File: config.mk
export PLATFORM = sky130hd
export DESIGN_NAME = firing_status_monitor_cmd
export DESIGN_NICKNAME = d
export VERILOG_FILES = /design/src/firing_monitor_pkg.sv /design/src/pin_sync.sv /design/src/firing_status_monitor_cmd.sv
export SDC_FILE = /design/constraint.sdc
export NUM_CORES = 1
export LEC_CHECK = 0
export ABC_AREA = 1
export ABC_CLOCK_PERIOD_IN_PS = 1860
export BUFFER_PORTS_ARGS = -buffer_cell sky130_fd_sc_hd__buf_2
export CELL_PAD_IN_SITES_DETAIL_PLACEMENT = 0
export CELL_PAD_IN_SITES_GLOBAL_PLACEMENT = 1
export CORE_MARGIN = 1
export CORE_UTILIZATION = 30
export DETAILED_ROUTE_END_ITERATION = 12
export PLACE_DENSITY_LB_ADDON = 0.3
export SLEW_MARGIN = 20
export SYNTH_ARGS = -nofsm -noshare
export SYNTH_HDL_FRONTEND = slang
export SYNTH_SLANG_ARGS = --single-unit
File: constraint.sdc
create_clock -name clk -period 1.86 [get_ports clk]
set_input_delay 0.093 -clock clk [delete_from_list [all_inputs] [get_ports clk]]
set_output_delay 0.093 -clock clk [all_outputs]
set_load 0.05 [all_outputs]
File: src/firing_monitor_pkg.sv
// constants, field layouts and carrier types for the firing status monitor
// assumes a 200 MHz system clock and an spi master on the host side
package firing_monitor_pkg;

	// ====================================================================
	// spi frame
	localparam int            FRAME_BITS     = 16;
	localparam int            CNT_W          = 5;
	localparam logic [4:0]    FRAME_LEN      = 5'h10;
	localparam logic [4:0]    CNT_MAX        = 5'h1F;
	localparam logic [1:0]    MODE_MONITOR   = 2'h3;
	localparam logic [3:0]    MON_SEL_MODE1  = 4'h0;

	// ====================================================================
	// reset values
	localparam logic          REPORT_SEL_RST = 1'h1;
	localparam logic [7:0]    OK_FLAGS_RST   = 8'h00;
	localparam logic [15:0]   LAST_CMD_RST   = 16'h0000;

	// ====================================================================
	// apb register byte offsets
	localparam logic [7:0]    OFS_CTRL       = 8'h00;
	localparam logic [7:0]    OFS_STATE      = 8'h04;
	localparam logic [7:0]    OFS_LAST_CMD   = 8'h08;
	localparam logic [7:0]    OFS_IRQ_STAT   = 8'h0C;
	localparam logic [7:0]    OFS_IRQ_MASK   = 8'h10;

	// ctrl fields
	localparam int            CTRL_PD_DIS    = 0;
	localparam int            CTRL_DIAG_LSB  = 1;
	localparam int            CTRL_DIAG_MSB  = 3;
	localparam int            CTRL_LOOP      = 4;
	localparam logic [2:0]    DIAG_SHORT_BG  = 3'h1;

	// state fields
	localparam int            STATE_OK_LSB   = 0;
	localparam int            STATE_OK_MSB   = 7;
	localparam int            STATE_ACT_LSB  = 8;
	localparam int            STATE_ACT_MSB  = 15;
	localparam int            STATE_SEL      = 16;
	localparam int            STATE_BUSY     = 17;

	// ====================================================================
	// types
	typedef struct packed {
		logic [1:0] mode;
		logic       parity;
		logic [3:0] mon_sel;
		logic       report;
		logic [7:0] chan;
	} monitor_frame_t;

	typedef struct packed {
		logic ok_set;
		logic frame_err;
		logic parity_err;
		logic frame_done;
	} irq_bits_t;

	typedef struct packed {
		logic sclk;
		logic cs_n;
		logic mosi;
	} spi_pins_t;

	typedef enum logic {
		LINK_IDLE,
		LINK_FRAME
	} link_state_t;

endpackage

File: src/pin_sync.sv
// three-flop synchroniser for a group of pins from outside the clock domain
// a new level is accepted once the second and third stages agree
`timescale 1ns/1ps
`default_nettype none
module pin_sync
	import firing_monitor_pkg::*;
#(
	parameter int         WIDTH   = 3,
	parameter logic [2:0] RST_VAL = 3'h0
) (
	// clock and reset
	input  wire logic             clk,
	input  wire logic             rst_n,
	// pins and filtered levels
	input  wire logic [WIDTH-1:0] pin_in,
	output logic      [WIDTH-1:0] level_out
);

	// ====================================================================
	// state
	typedef struct packed {
		logic [WIDTH-1:0] s1;
		logic [WIDTH-1:0] s2;
		logic [WIDTH-1:0] s3;
		logic [WIDTH-1:0] level;
	} sync_state_t;

	sync_state_t st_r;
	sync_state_t st_nxt;

	always_comb begin
		st_nxt    = st_r;
		st_nxt.s1 = pin_in;
		st_nxt.s2 = st_r.s1;
		st_nxt.s3 = st_r.s2;
		for (int i = 0; i < WIDTH; i++) begin
			if (st_r.s2[i] == st_r.s3[i]) begin
				st_nxt.level[i] = st_r.s3[i];
			end
		end
	end

	always_ff @(posedge clk or negedge rst_n) begin
		if (!rst_n) begin
			st_r <= {4{RST_VAL[WIDTH-1:0]}};
		end else begin
			st_r <= st_nxt;
		end
	end

	assign level_out = st_r.level;

endmodule
`default_nettype wire

File: src/firing_status_monitor_cmd.sv
// monitor mode 1 command interpreter: spi slave frame decode, response build,
// per-channel firing success flags, report select, apb registers and interrupt
// assumes spi mode 0 (sample on rising sclk, shift on falling), msb first,
// sclk well below a quarter of clk, firing inputs synchronous to clk
//
// Local design decisions: the APB slave port and the address map.
`timescale 1ns/1ps
`default_nettype none
module firing_status_monitor_cmd
	import firing_monitor_pkg::*;
#(
	parameter int CHANNELS = 8
) (
	// clock and reset
	input  wire logic                clk,
	input  wire logic                rst_n,
	// apb slave
	input  wire logic                psel,
	input  wire logic                penable,
	input  wire logic                pwrite,
	input  wire logic [7:0]          paddr,
	input  wire logic [31:0]         pwdata,
	output logic                     pready,
	output logic      [31:0]         prdata,
	output logic                     pslverr,
	// spi pins
	input  wire logic                sclk,
	input  wire logic                cs_n,
	input  wire logic                mosi,
	output logic                     miso,
	output logic                     miso_oe,
	// firing logic
	input  wire logic [CHANNELS-1:0] firing_activity_flag,
	input  wire logic [CHANNELS-1:0] firing_ok_set,
	output logic      [CHANNELS-1:0] firing_ok_flag,
	output logic                     firing_report_select,
	// diagnostics
	output logic                     squib_pulldown_sink_off,
	// interrupt
	output logic                     irq
);

	// ====================================================================
	// pin synchronisation
	spi_pins_t pins_raw;
	spi_pins_t pins_lvl;

	assign pins_raw = '{sclk: sclk, cs_n: cs_n, mosi: mosi};

	pin_sync #(
		.WIDTH   (3),
		.RST_VAL (3'h2)
	) u_pin_sync (
		.clk       (clk),
		.rst_n     (rst_n),
		.pin_in    (pins_raw),
		.level_out (pins_lvl)
	);

	// ====================================================================
	// state
	typedef struct packed {
		link_state_t         link;
		logic                sclk_q;
		logic                cs_n_q;
		logic [15:0]         rx_sh;
		logic [15:0]         tx_sh;
		logic [CNT_W-1:0]    bit_cnt;
		logic                report_sel;
		logic [CHANNELS-1:0] ok_flags;
		logic [15:0]         last_cmd;
		logic                pd_dis;
		logic [2:0]          diag_sel;
		logic                loop_test;
		irq_bits_t           irq_stat;
		irq_bits_t           irq_mask;
		logic [31:0]         rdata;
		logic                rerr;
	} mon_state_t;

	mon_state_t st_r;
	mon_state_t st_nxt;

	// ====================================================================
	// edge detection on filtered pins
	logic sclk_rise;
	logic sclk_fall;
	logic cs_start;
	logic cs_end;

	assign sclk_rise = pins_lvl.sclk & ~st_r.sclk_q;
	assign sclk_fall = ~pins_lvl.sclk & st_r.sclk_q;
	assign cs_start  = ~pins_lvl.cs_n & st_r.cs_n_q;
	assign cs_end    = pins_lvl.cs_n & ~st_r.cs_n_q;

	// ====================================================================
	// response frame
	monitor_frame_t resp;
	logic [CHANNELS-1:0] chan_info;

	genvar g;
	generate
		for (g = 0; g < CHANNELS; g++) begin : g_chan
			assign chan_info[g] = st_r.report_sel ? st_r.ok_flags[g]
			                                      : firing_activity_flag[g];
		end
	endgenerate

	always_comb begin
		resp         = '0;
		resp.mode    = MODE_MONITOR;
		resp.mon_sel = MON_SEL_MODE1;
		resp.report  = st_r.report_sel;
		resp.chan    = chan_info;
		resp.parity  = ~(^{resp.mode, resp.mon_sel, resp.report, resp.chan});
	end

	// ====================================================================
	// command decode
	monitor_frame_t cmd;
	logic           len_ok;
	logic           parity_ok;
	logic           mode_ok;
	logic           cmd_good;

	assign cmd       = monitor_frame_t'(st_r.rx_sh);
	assign len_ok    = (st_r.bit_cnt == FRAME_LEN);
	assign parity_ok = ^st_r.rx_sh;
	assign mode_ok   = (cmd.mode == MODE_MONITOR) && (cmd.mon_sel == MON_SEL_MODE1);
	assign cmd_good  = (st_r.link == LINK_FRAME) && cs_end && len_ok && parity_ok && mode_ok;

	// ====================================================================
	// apb decode
	logic apb_setup;
	logic apb_write;
	logic addr_hit;

	assign apb_setup = psel & ~penable;
	assign apb_write = psel & penable & pwrite;
	assign addr_hit  = (paddr == OFS_CTRL) || (paddr == OFS_STATE) || (paddr == OFS_LAST_CMD)
	                || (paddr == OFS_IRQ_STAT) || (paddr == OFS_IRQ_MASK);

	// ====================================================================
	// next state
	irq_bits_t           ev;
	irq_bits_t           w1c;
	logic [CHANNELS-1:0] ok_clr;

	always_comb begin
		st_nxt        = st_r;
		ev            = '0;
		w1c           = '0;
		ok_clr        = '0;
		st_nxt.sclk_q = pins_lvl.sclk;
		st_nxt.cs_n_q = pins_lvl.cs_n;

		// link framing
		case (st_r.link)
			LINK_IDLE: begin
				if (cs_start) begin
					st_nxt.link    = LINK_FRAME;
					st_nxt.tx_sh   = resp;
					st_nxt.rx_sh   = '0;
					st_nxt.bit_cnt = '0;
				end
			end
			LINK_FRAME: begin
				if (cs_end) begin
					st_nxt.link = LINK_IDLE;
					if (cmd_good) begin
						st_nxt.report_sel = cmd.report;
						st_nxt.last_cmd   = st_r.rx_sh;
						ok_clr            = cmd.chan;
						ev.frame_done     = 1'b1;
					end else if (len_ok && !parity_ok) begin
						ev.parity_err = 1'b1;
					end else begin
						ev.frame_err = 1'b1;
					end
				end else begin
					if (sclk_rise) begin
						st_nxt.rx_sh = {st_r.rx_sh[14:0], pins_lvl.mosi};
						if (st_r.bit_cnt != CNT_MAX) begin
							st_nxt.bit_cnt = st_r.bit_cnt + 5'h01;
						end
					end
					if (sclk_fall && st_r.bit_cnt != '0) begin
						st_nxt.tx_sh = {st_r.tx_sh[14:0], 1'b0};
					end
				end
			end
			default: begin
				st_nxt.link = LINK_IDLE;
			end
		endcase

		// success flags: a set in the clearing cycle survives
		ev.ok_set       = |firing_ok_set;
		st_nxt.ok_flags = (st_r.ok_flags & ~ok_clr) | firing_ok_set;

		// apb writes
		if (apb_write) begin
			case (paddr)
				OFS_CTRL: begin
					st_nxt.pd_dis    = pwdata[CTRL_PD_DIS];
					st_nxt.diag_sel  = pwdata[CTRL_DIAG_MSB:CTRL_DIAG_LSB];
					st_nxt.loop_test = pwdata[CTRL_LOOP];
				end
				OFS_IRQ_STAT: begin
					w1c = irq_bits_t'(pwdata[3:0]);
				end
				OFS_IRQ_MASK: begin
					st_nxt.irq_mask = irq_bits_t'(pwdata[3:0]);
				end
				default: begin
				end
			endcase
		end
		st_nxt.irq_stat = (st_r.irq_stat & ~w1c) | ev;

		// apb read data captured in the setup cycle
		if (apb_setup) begin
			st_nxt.rerr  = ~addr_hit;
			st_nxt.rdata = '0;
			case (paddr)
				OFS_CTRL: begin
					st_nxt.rdata[CTRL_PD_DIS]                 = st_r.pd_dis;
					st_nxt.rdata[CTRL_DIAG_MSB:CTRL_DIAG_LSB] = st_r.diag_sel;
					st_nxt.rdata[CTRL_LOOP]                   = st_r.loop_test;
				end
				OFS_STATE: begin
					st_nxt.rdata[STATE_OK_MSB:STATE_OK_LSB]   = st_r.ok_flags;
					st_nxt.rdata[STATE_ACT_MSB:STATE_ACT_LSB] = firing_activity_flag;
					st_nxt.rdata[STATE_SEL]                   = st_r.report_sel;
					st_nxt.rdata[STATE_BUSY]                  = (st_r.link == LINK_FRAME);
				end
				OFS_LAST_CMD: begin
					st_nxt.rdata[15:0] = st_r.last_cmd;
				end
				OFS_IRQ_STAT: begin
					st_nxt.rdata[3:0] = st_r.irq_stat;
				end
				OFS_IRQ_MASK: begin
					st_nxt.rdata[3:0] = st_r.irq_mask;
				end
				default: begin
				end
			endcase
		end
	end

	// ====================================================================
	// registers
	always_ff @(posedge clk or negedge rst_n) begin
		if (!rst_n) begin
			st_r            <= '0;
			st_r.link       <= LINK_IDLE;
			st_r.cs_n_q     <= 1'b1;
			st_r.report_sel <= REPORT_SEL_RST;
			st_r.ok_flags   <= OK_FLAGS_RST;
			st_r.last_cmd   <= LAST_CMD_RST;
		end else begin
			st_r <= st_nxt;
		end
	end

	// ====================================================================
	// outputs
	assign pready               = psel & penable;
	assign prdata               = st_r.rdata;
	assign pslverr              = psel & penable & st_r.rerr;
	assign miso                 = st_r.tx_sh[15];
	assign miso_oe              = (st_r.link == LINK_FRAME);
	assign firing_ok_flag       = st_r.ok_flags;
	assign firing_report_select = st_r.report_sel;
	assign irq                  = |(st_r.irq_stat & st_r.irq_mask);

	// pulldown disable reaches only the short-to-battery/ground and loop tests
	assign squib_pulldown_sink_off = st_r.pd_dis
	                               & ((st_r.diag_sel == DIAG_SHORT_BG) | st_r.loop_test);

endmodule
`default_nettype wire

; Word level (Yosys, flattened, before mapping)
; Cells that the tools add are included.
[totals]
elab_cells = 128
ff_bits = 109
input_bits = 64
out_inout_bits = 47
[op_classes]
addsub = 1
reduce_logical = 25
mux = 33
bitwise = 25
n_eq_ne = 16
[ops]
columns = cell, n
row1 = two-way mux 37 bit, 2
row2 = one-hot mux 37 bit (2 select lines), 1
row3 = two-way mux 16 bit, 2
row4 = two-way mux 8 bit, 3
row5 = one-hot mux 11 bit (2 select lines), 1
row6 = one-hot mux 4 bit (5 select lines), 1
row7 = == test 8 x 4 -> 1 bit (second input constant), 2
row8 = XOR reduction 16 bit, 1
row9 = XOR reduction 15 bit, 1
row10 = two-way mux 1 bit, 13
row11 = two-way mux 5 bit, 2
row12 = bitwise AND 1 bit, 9
row13 = AND reduction 3 bit, 3
row14 = bitwise AND 4 bit, 2
row15 = bitwise AND 8 bit, 1
row16 = == test 8 x 3 -> 1 bit (second input constant), 1
row17 = == test 8 x 5 -> 1 bit (second input constant), 1
row18 = logical NOT 8 bit, 1
row19 = two-way mux 4 bit, 2
row20 = inverter 1 bit, 8
row21 = inverter 8 bit, 1
row22 = OR 8 bit, 1
row23 = OR reduction 8 bit, 1
row24 = logical AND 1 bit, 7
row25 = 22 further kinds, 33

; Longest topological paths before layout
; Gate-level depths: netlist of run 1.
[logic_depth]
ltp_word = 12
mapped_depth = 16
mapped_depth_nobuf = 14

; Hierarchy
; From an unflattened synthesis of run 1, not the netlist that was laid out.
[hier_totals]
hier_cells = 713
hier_area_um2 = 5639.2
[modules_own_cells]
columns = mod, area_per_inst_um2, seq_area_each_um2, instances, cells_per_inst
row1 = firing_status_monitor_cmd, 5262.5, 2429.8, 1, 686
row2 = pin_sync, 376.6, 305.3, 1, 27

; Worst setup path before layout of run 1
; Ideal clock, no wire load.
[synth_timing]
path_type = reg2reg
start = reg st_r (netlist bit miso_oe)
end = reg st_r[39] (netlist bit)
stages_incl_launch_ff = 10
n_path_buf = 2
required_ps = 1739
path_slack_ps = 35
synth_period_minus_slack_ps = 1825
setup_ps = 121
arrival_ps = 1705
path_cell_list = dfrtp_1 buf_4 inv_2 nor3_2 nand2_1 nor3_2 nand3_1 buf_4 nand3_1 nand2_1
[synth_rtl]
columns = element, line_no
row1 = start: declaration, firing_status_monitor_cmd.sv:81  ; mon_state_t st_r;
row2 = start signal: assignment, firing_status_monitor_cmd.sv:263  ; st_r <= st_nxt;

==> results of run 1 <==
## where the power goes
group / switching [mW] / internal [mW]
clock: 0.945 / 1.23
combinational: 1.29 / 0.622
sequential: 0.160 / 2.65
## cells in the mapped netlist, drive strengths merged, types with 2 or more instances
library cell  instances
xnor2                 2
o21ai                62
ha                    4
inv                  77
o22a                  3
o211ai                4
clkbuf                4
nor3                 11
dfstp                 6
maj3                  3
a21oi                29
dfrtp               103
nor2                 34
nand2               230
buf                  60
nor4                  3
nand3                77
o31ai                 4
## flip-flops by register name (all words and copies together), names as in the netlist
register              count
miso                      1
st_r                     52
cmd                      16
firing_ok_flag            8
prdata                   18
u_pin_sync.level_out      3
miso_oe                   1
u_pin_sync.st_r           3
firing_report_select      1
u_pin_sync.st_nxt         6
## layout make-up
class / instances / area (um2)
fill: 1993 / 11900
sequential: 109 / 2740
multi-input combinational: 486 / 2360
timing repair buffer: 114 / 769
inverter: 78 / 293
tap: 234 / 293
clock buffer: 10 / 239
clock inverter: 6 / 95.1
## per-stage QoR
stage	instances	cell area, um2	utilization	setup TNS, ps
2_1_floorplan	737	5740	-	0
3_3_place_gp	1006	6190	0.332	0
3_5_place_dp	1006	6190	0.332	0
4_1_cts	1035	6650	0.357	0
5_1_grt	1037	6790	0.364	-1.81
6_report	1037	6790	0.364	0
## layer usage
layer | vias to the layer above | GRT usage | share of wire
met5 | - | 0 | 0
met4 | 0 | 0.0607 | 0.016
met3 | 11 | 0.0213 | 0.032
met2 | 85 | 0.236 | 0.45
met1 | 2142 | 0.218 | 0.50
li1 | 2419 | - | -
## cells by family (layout without fill, tap and decap cells)
logic type	after synthesis	count (layout)	share of synthesized area
XOR/XNOR	2	2	0.00308
adder cells (fa/ha/maj)	7	7	0.0141
AO/OA/AOI/OAI	104	104	0.0982
multiplexers	1	1	0.00198
buffers and inverters	142	208	0.129
other	1	14	0.000659
AND/OR/NAND/NOR	358	358	0.272
flip-flops	109	109	0.480
## worst register-to-register path, stage by stage, from the launching register on
cell     delay [ps]
dfrtp_1         410
ha_4            290
buf_4           110
nand3_1          70
nand2_1          80
nand3_2          60
nand2_2          70
nand2_1          80
nand2_2         100
buf_6           130
nand3_2          90
nand2_1          70
nand2_1          40
## path summary, 6_finish.rpt
kind,from,cells past startpoint,endpoint
max reg2reg,cmd[15]$_DFFE_PN0P_,12,firing_ok_flag[5]$_DFF_PN0_
min,pwdata[0],3,st_r[45]$_DFFE_PN0P_
min in group asynchronous,rst_n,2,u_pin_sync.st_r[3]$_DFF_PN0_
min reg2reg,u_pin_sync.st_nxt[8]$_DFF_PN0_,0,u_pin_sync.st_nxt[5]$_DFF_PN0_
max in group asynchronous,rst_n,3,st_r[37]$_DFF_PN0_
max,cmd[15]$_DFFE_PN0P_,12,firing_ok_flag[5]$_DFF_PN0_
## what timing repair did
action                                  CTS  global route
endpoints found under the hold margin   109             0
hold buffers                             13             0
endpoints found under the setup margin    0            41
resized for setup                         0            30
setup buffers                             0             2
==> reports/results.ini, run 1 <==
[routing]
dr.pass1.iters=5
drt-initial-drc-count=199
wl_per_cell_um=13.6
routed_wl_um=14100
routed_via_density=4.49
detail-route-antenna-nets=0
remaining_drc_errors=0
via_count=4657

[timing]
fin_skew_ps=11.5
fin_crit_sh=0.922
whs_ps=35.8
worst_slack_ps=144
worst_slew_pin_slew_ps=509
max_freq_mhz=583
max_slew_margin=0.659
hold_viol_final=0
setup_violations=0
period_minus_slack_ps=1720
slew_viol_final=0

[setup_path]
cp_num_buf_inv=2
worst_path_most_repeated_cell=nand2_1
path_cells=ha_4 > buf_4 > nand3_1 > nand2_1 > nand3_2 > nand2_2 > nand2_1 > nand2_2 > buf_6 > nand3_2 > nand2_1 > nand2_1
startpoint_type=register
slowest_stage=dfrtp_1
critical_path_class=register to register
cp-end-kind=register
arrival_ps=1980
slowest_delay_ps=410
rrSetupSlack_ps=140
critPathRequiredTime_ps=2120
critPathTopFamily=simple AND/OR/NAND/NOR gates
path_max_fanout=7

[layout]
n_antenna_cell=0
final_common_cell=nand2_1
layout-drive-gt1-share=0.205
syn2layout_area_growth_pct=19.2
final_cell_mix=219 x nand2_1, 102 x dfrtp_1, 72 x inv_1
nets=866

[run_status]
outcome=complete, no violations

[clock_network]
cts_root_buffer=clkbuf_16
clockBufferDepth=2
cts_tree=built
cts_sinks=109
clk_latency_ps=360
h-tree-depth=3
clk_pin_slew_ps=80
numCtsBuffers=9

[yosys]
yosysTopAreaCell=dfrtp_1
yosysWarnings=0
synth_seq_cells=109
synthCells=724
async_reset_ff_frac=1.00
ys.flop_type=dfrtp_1
ys_seq_area_frac=0.480
synth-edff-count=0
netlist.area_leader.share=0.453
synth_area_leaders=dfrtp_1 45%, nand2_1 15%, nand3_1 6.8%
synth_cell_type_count=38
syn-mean-instance-area_um2=7.86
synth_area_um2=5690

[power_and_ir_drop]
power_density_nw_per_um2=1020
totalPowerFinal_mw=6.89
power_leakage_nw=3.45
ir_drop_v=0.000462

[floorplanning]
die_y_um=140
start_util=0.305
num_io_pins=111
rows=50
coreArea_um2=18600
die-area_um2=19500
die_w_um=140

[grt]
grt_first_pass_wirelength_um=23500
grt_pass1_vias=4464
overflow=0
grt_max_degree=39
track_usage=0.154
antenna_found_initial=0

[place]
port_buffers=69
dp_hpwl_um=10400
dp_slack_ps=16.3
gp_congestion=0.783

[run]
maxCapViolCount=0

[min_path]
hold_class=input port to register

(Power assumes the default switching activity.)
==> inputs of run 2 (changes only) <==
--- a/config.mk
+++ b/config.mk
@@ -6,7 +6,7 @@
 export NUM_CORES = 1
 export LEC_CHECK = 0
 export ABC_AREA = 1
-export ABC_CLOCK_PERIOD_IN_PS = 1860
+export ABC_CLOCK_PERIOD_IN_PS = 1680
 export BUFFER_PORTS_ARGS = -buffer_cell sky130_fd_sc_hd__buf_2
 export CELL_PAD_IN_SITES_DETAIL_PLACEMENT = 0
 export CELL_PAD_IN_SITES_GLOBAL_PLACEMENT = 1
==> constraint.sdc (replaced) <==
create_clock -name clk -period 1.68 [get_ports clk]
set_input_delay 0.084 -clock clk [delete_from_list [all_inputs] [get_ports clk]]
set_output_delay 0.084 -clock clk [all_outputs]
set_load 0.05 [all_outputs]
==> run 2 against run 1 <==
The flow now finishes with violations (setup timing). Via count increased by 4.4%. Die area did not move. Utilization increased by 3.0 points. First-iteration DRC count is 26% higher. Critical path type unchanged.
==> reports/results.ini, run 2 (synthesis gave the netlist of run 1 again) <==
[setup_path]
startpoint_type=register
critPathRequiredTime_ps=1930  ; -190 ps
slowest_stage=dfrtp_1
arrival_ps=2100  ; +120 ps
critical_path_class=register to register
rrSetupSlack_ps=-170  ; -320 ps
path_cells=inv_2 > ha_4 > nand3_2 > nor2_1 > buf_4 > nand2_4 > nor3_4 > buf_6 > buf_12 > nand3_2 > nand2_1 > nand2_1
reg2reg_from=st_r[72]$_DFFE_PN0P_
cp-end-kind=register
cp_num_buf_inv=4  ; +2
r2r_cells=12  ; unchanged
slowest_delay_ps=390  ; -20 ps
r2r_end=firing_ok_flag[0]$_DFF_PN0_
path_max_fanout=6  ; -1
critPathTopFamily=simple AND/OR/NAND/NOR gates

[min_path]
whs_path_depth=3  ; unchanged
hp-start=pwdata[2]
hold_class=input port to register
hold_end=st_r[35]$_DFFE_PN0P_

[layout]
largest_register_ffs=52  ; unchanged
stdcell_count=1073  ; +3.5%
nets=903  ; +4.3%
top_register=st_r
final_common_cell=nand2_1
final_cell_mix=205 x nand2_1, 102 x dfrtp_1, 68 x buf_2
n_antenna_cell=0  ; unchanged
layout-drive-gt1-share=0.278  ; +0.0722
fill_cells=1980  ; -0.65%
utilization=0.394  ; +0.0295
syn2layout_area_growth_pct=28.9

[place]
gp_congestion=0.784  ; +0.10%
dp_cells=1033  ; +2.7%
port_buffers=69  ; unchanged
dp_hpwl_um=11000  ; +5.7%

[clock_network]
clk_latency_ps=350  ; about the same
clk_pin_slew_ps=70  ; about the same
cts_root_buffer=clkbuf_16
numCtsBuffers=9  ; unchanged
h-tree-depth=3  ; unchanged
cts_tree=built
clockBufferDepth=2  ; unchanged
cts_sinks=109  ; unchanged

[floorplanning]
num_io_pins=111  ; unchanged
start_util=0.305  ; unchanged
die-area_um2=19500  ; unchanged
die_w_um=140  ; unchanged
coreArea_um2=18600  ; unchanged
die_y_um=140  ; unchanged
rows=50  ; unchanged

[grt]
antenna_found_initial=0  ; unchanged
overflow=0  ; unchanged
grt_max_degree=35  ; -10%
grt_pass1_vias=4653  ; +4.2%
grt_first_pass_wirelength_um=24600  ; +4.8%
track_usage=0.161  ; +0.00742

[routing]
dr.pass1.iters=6  ; +1
drt-initial-drc-count=250  ; +26%
routed_via_density=4.53  ; +0.86%
routed_wl_um=15100  ; +7.2%
remaining_drc_errors=0  ; unchanged
wl_per_cell_um=14.1  ; +3.6%
detail-route-antenna-nets=0  ; unchanged
via_count=4860  ; +4.4%

[timing]
period_minus_slack_ps=1850  ; +137 ps
slew_viol_final=0  ; unchanged
setup_violations=40  ; +40
fin_skew_ps=7.81  ; -3.73 ps
max_slew_margin=0.640  ; -0.0183
max_freq_mhz=540  ; -7.4%
fin_crit_sh=1.10  ; +0.181
worst_slew_pin_slew_ps=535  ; +26.5 ps
rsz0062_at_grt=true
hold_viol_final=0  ; unchanged
worst_slack_ps=-173  ; -317 ps

[power_and_ir_drop]
internal-power_mw=5.25  ; +17%
switchingPower_mw=2.99  ; +25%
pwr-share-seq=0.380  ; -0.028
p_clk_frac=0.251  ; -0.065
totalPowerFinal_mw=8.24  ; +20%
power_density_nw_per_um2=1120  ; +11%
switching_share=0.363  ; +0.0164
comb_power_share=0.369  ; +0.092
power_leakage_nw=3.70  ; +7.2%
ir_drop_v=0.000524  ; +13%

[run_status]
outcome=finished, violations left
violations=setup timing

[run]
maxCapViolCount=0  ; unchanged

-- run 2: tightest hold or removal path: cells and delay by family --
family,cells,cell delay (ps)
buf+inv,2,170
compound gates,1,80
-- run 2: stage by stage --
stage	hold WS, ps	area (um2)	setup TNS, ps	setup WS (ps)
after floorplan	-212	5770	-56.2	-56.2
after global placement	79.8	6470	-835	-83.9
after detailed placement	77.5	6470	-1810	-118
after CTS	21.6	7030	-853	-68.6
after global routing	36.5	7340	-7070	-260
final	28.0	7340	-3380	-173
-- run 2: timing repair --
action / CTS / global route
setup endpoints to repair: 29 / 40
pin swaps: 1 / 20
hold buffers: 13 / 0
hold endpoints to repair: 39 / 0
resized for setup: 26 / 70
buffers inserted: 4 / 5
cloned: 2 / 2
-- run 2: power groups by stage --
stage | logic, mW | clock network [mW] | registers (mW)
after floorplan | 1.47 | 0 | 3.20
after global placement | 2.24 | 0 | 3.15
after detailed placement | 2.26 | 0 | 3.15
after CTS | 2.60 | 2.13 | 3.11
after global routing | 3.32 | 2.26 | 3.18
final | 3.04 | 2.06 | 3.13
-- run 2: per-layer routing --
metal	vias to the layer above	global-route usage	routed length (um)	part of all wire
met5	-	0	0	0
met4	0	0.0399	139	0.0092
met3	10	0.0310	570	0.038
met2	80	0.269	7230	0.48
met1	2272	0.214	7170	0.47
li1	2498	-	-	-
-- run 2: worst max path at each step --
stage | start | to | slack (ps) | depth (start not counted)
6_report | st_r[72]$_DFFE_PN0P_ | firing_ok_flag[0]$_DFF_PN0_ | -170 | 12
5_1_grt | st_r[72]$_DFFE_PN0P_ | firing_ok_flag[5]$_DFF_PN0_ | -260 | 12
4_1_cts | st_r[71]$_DFFE_PN0P_ | st_r[39]$_DFF_PN0_ | -70 | 11
3_5_place_dp | cmd[14]$_DFFE_PN0P_ | firing_ok_flag[7]$_DFF_PN0_ | -120 | 14
3_3_place_gp | cmd[15]$_DFFE_PN0P_ | firing_ok_flag[5]$_DFF_PN0_ | -80 | 13
2_1_floorplan | firing_report_select$_DFFE_PN1P_ | st_r[89]$_DFFE_PN0P_ | -60 | 12
-- run 2: layout make-up --
| type | instances | area [um2] | area share |
|---|---|---|---|
| Sequential cell | 109 | 2740 | 0.373 |
| Multi-Input combinational cell | 486 | 2550 | 0.348 |
| Timing Repair Buffer | 151 | 1170 | 0.160 |
| Inverter | 78 | 303 | 0.0413 |
| Tap cell | 234 | 293 | 0.0399 |
| Clock buffer | 12 | 256 | 0.0350 |
| Clock inverter | 3 | 21.3 | 0.00290 |
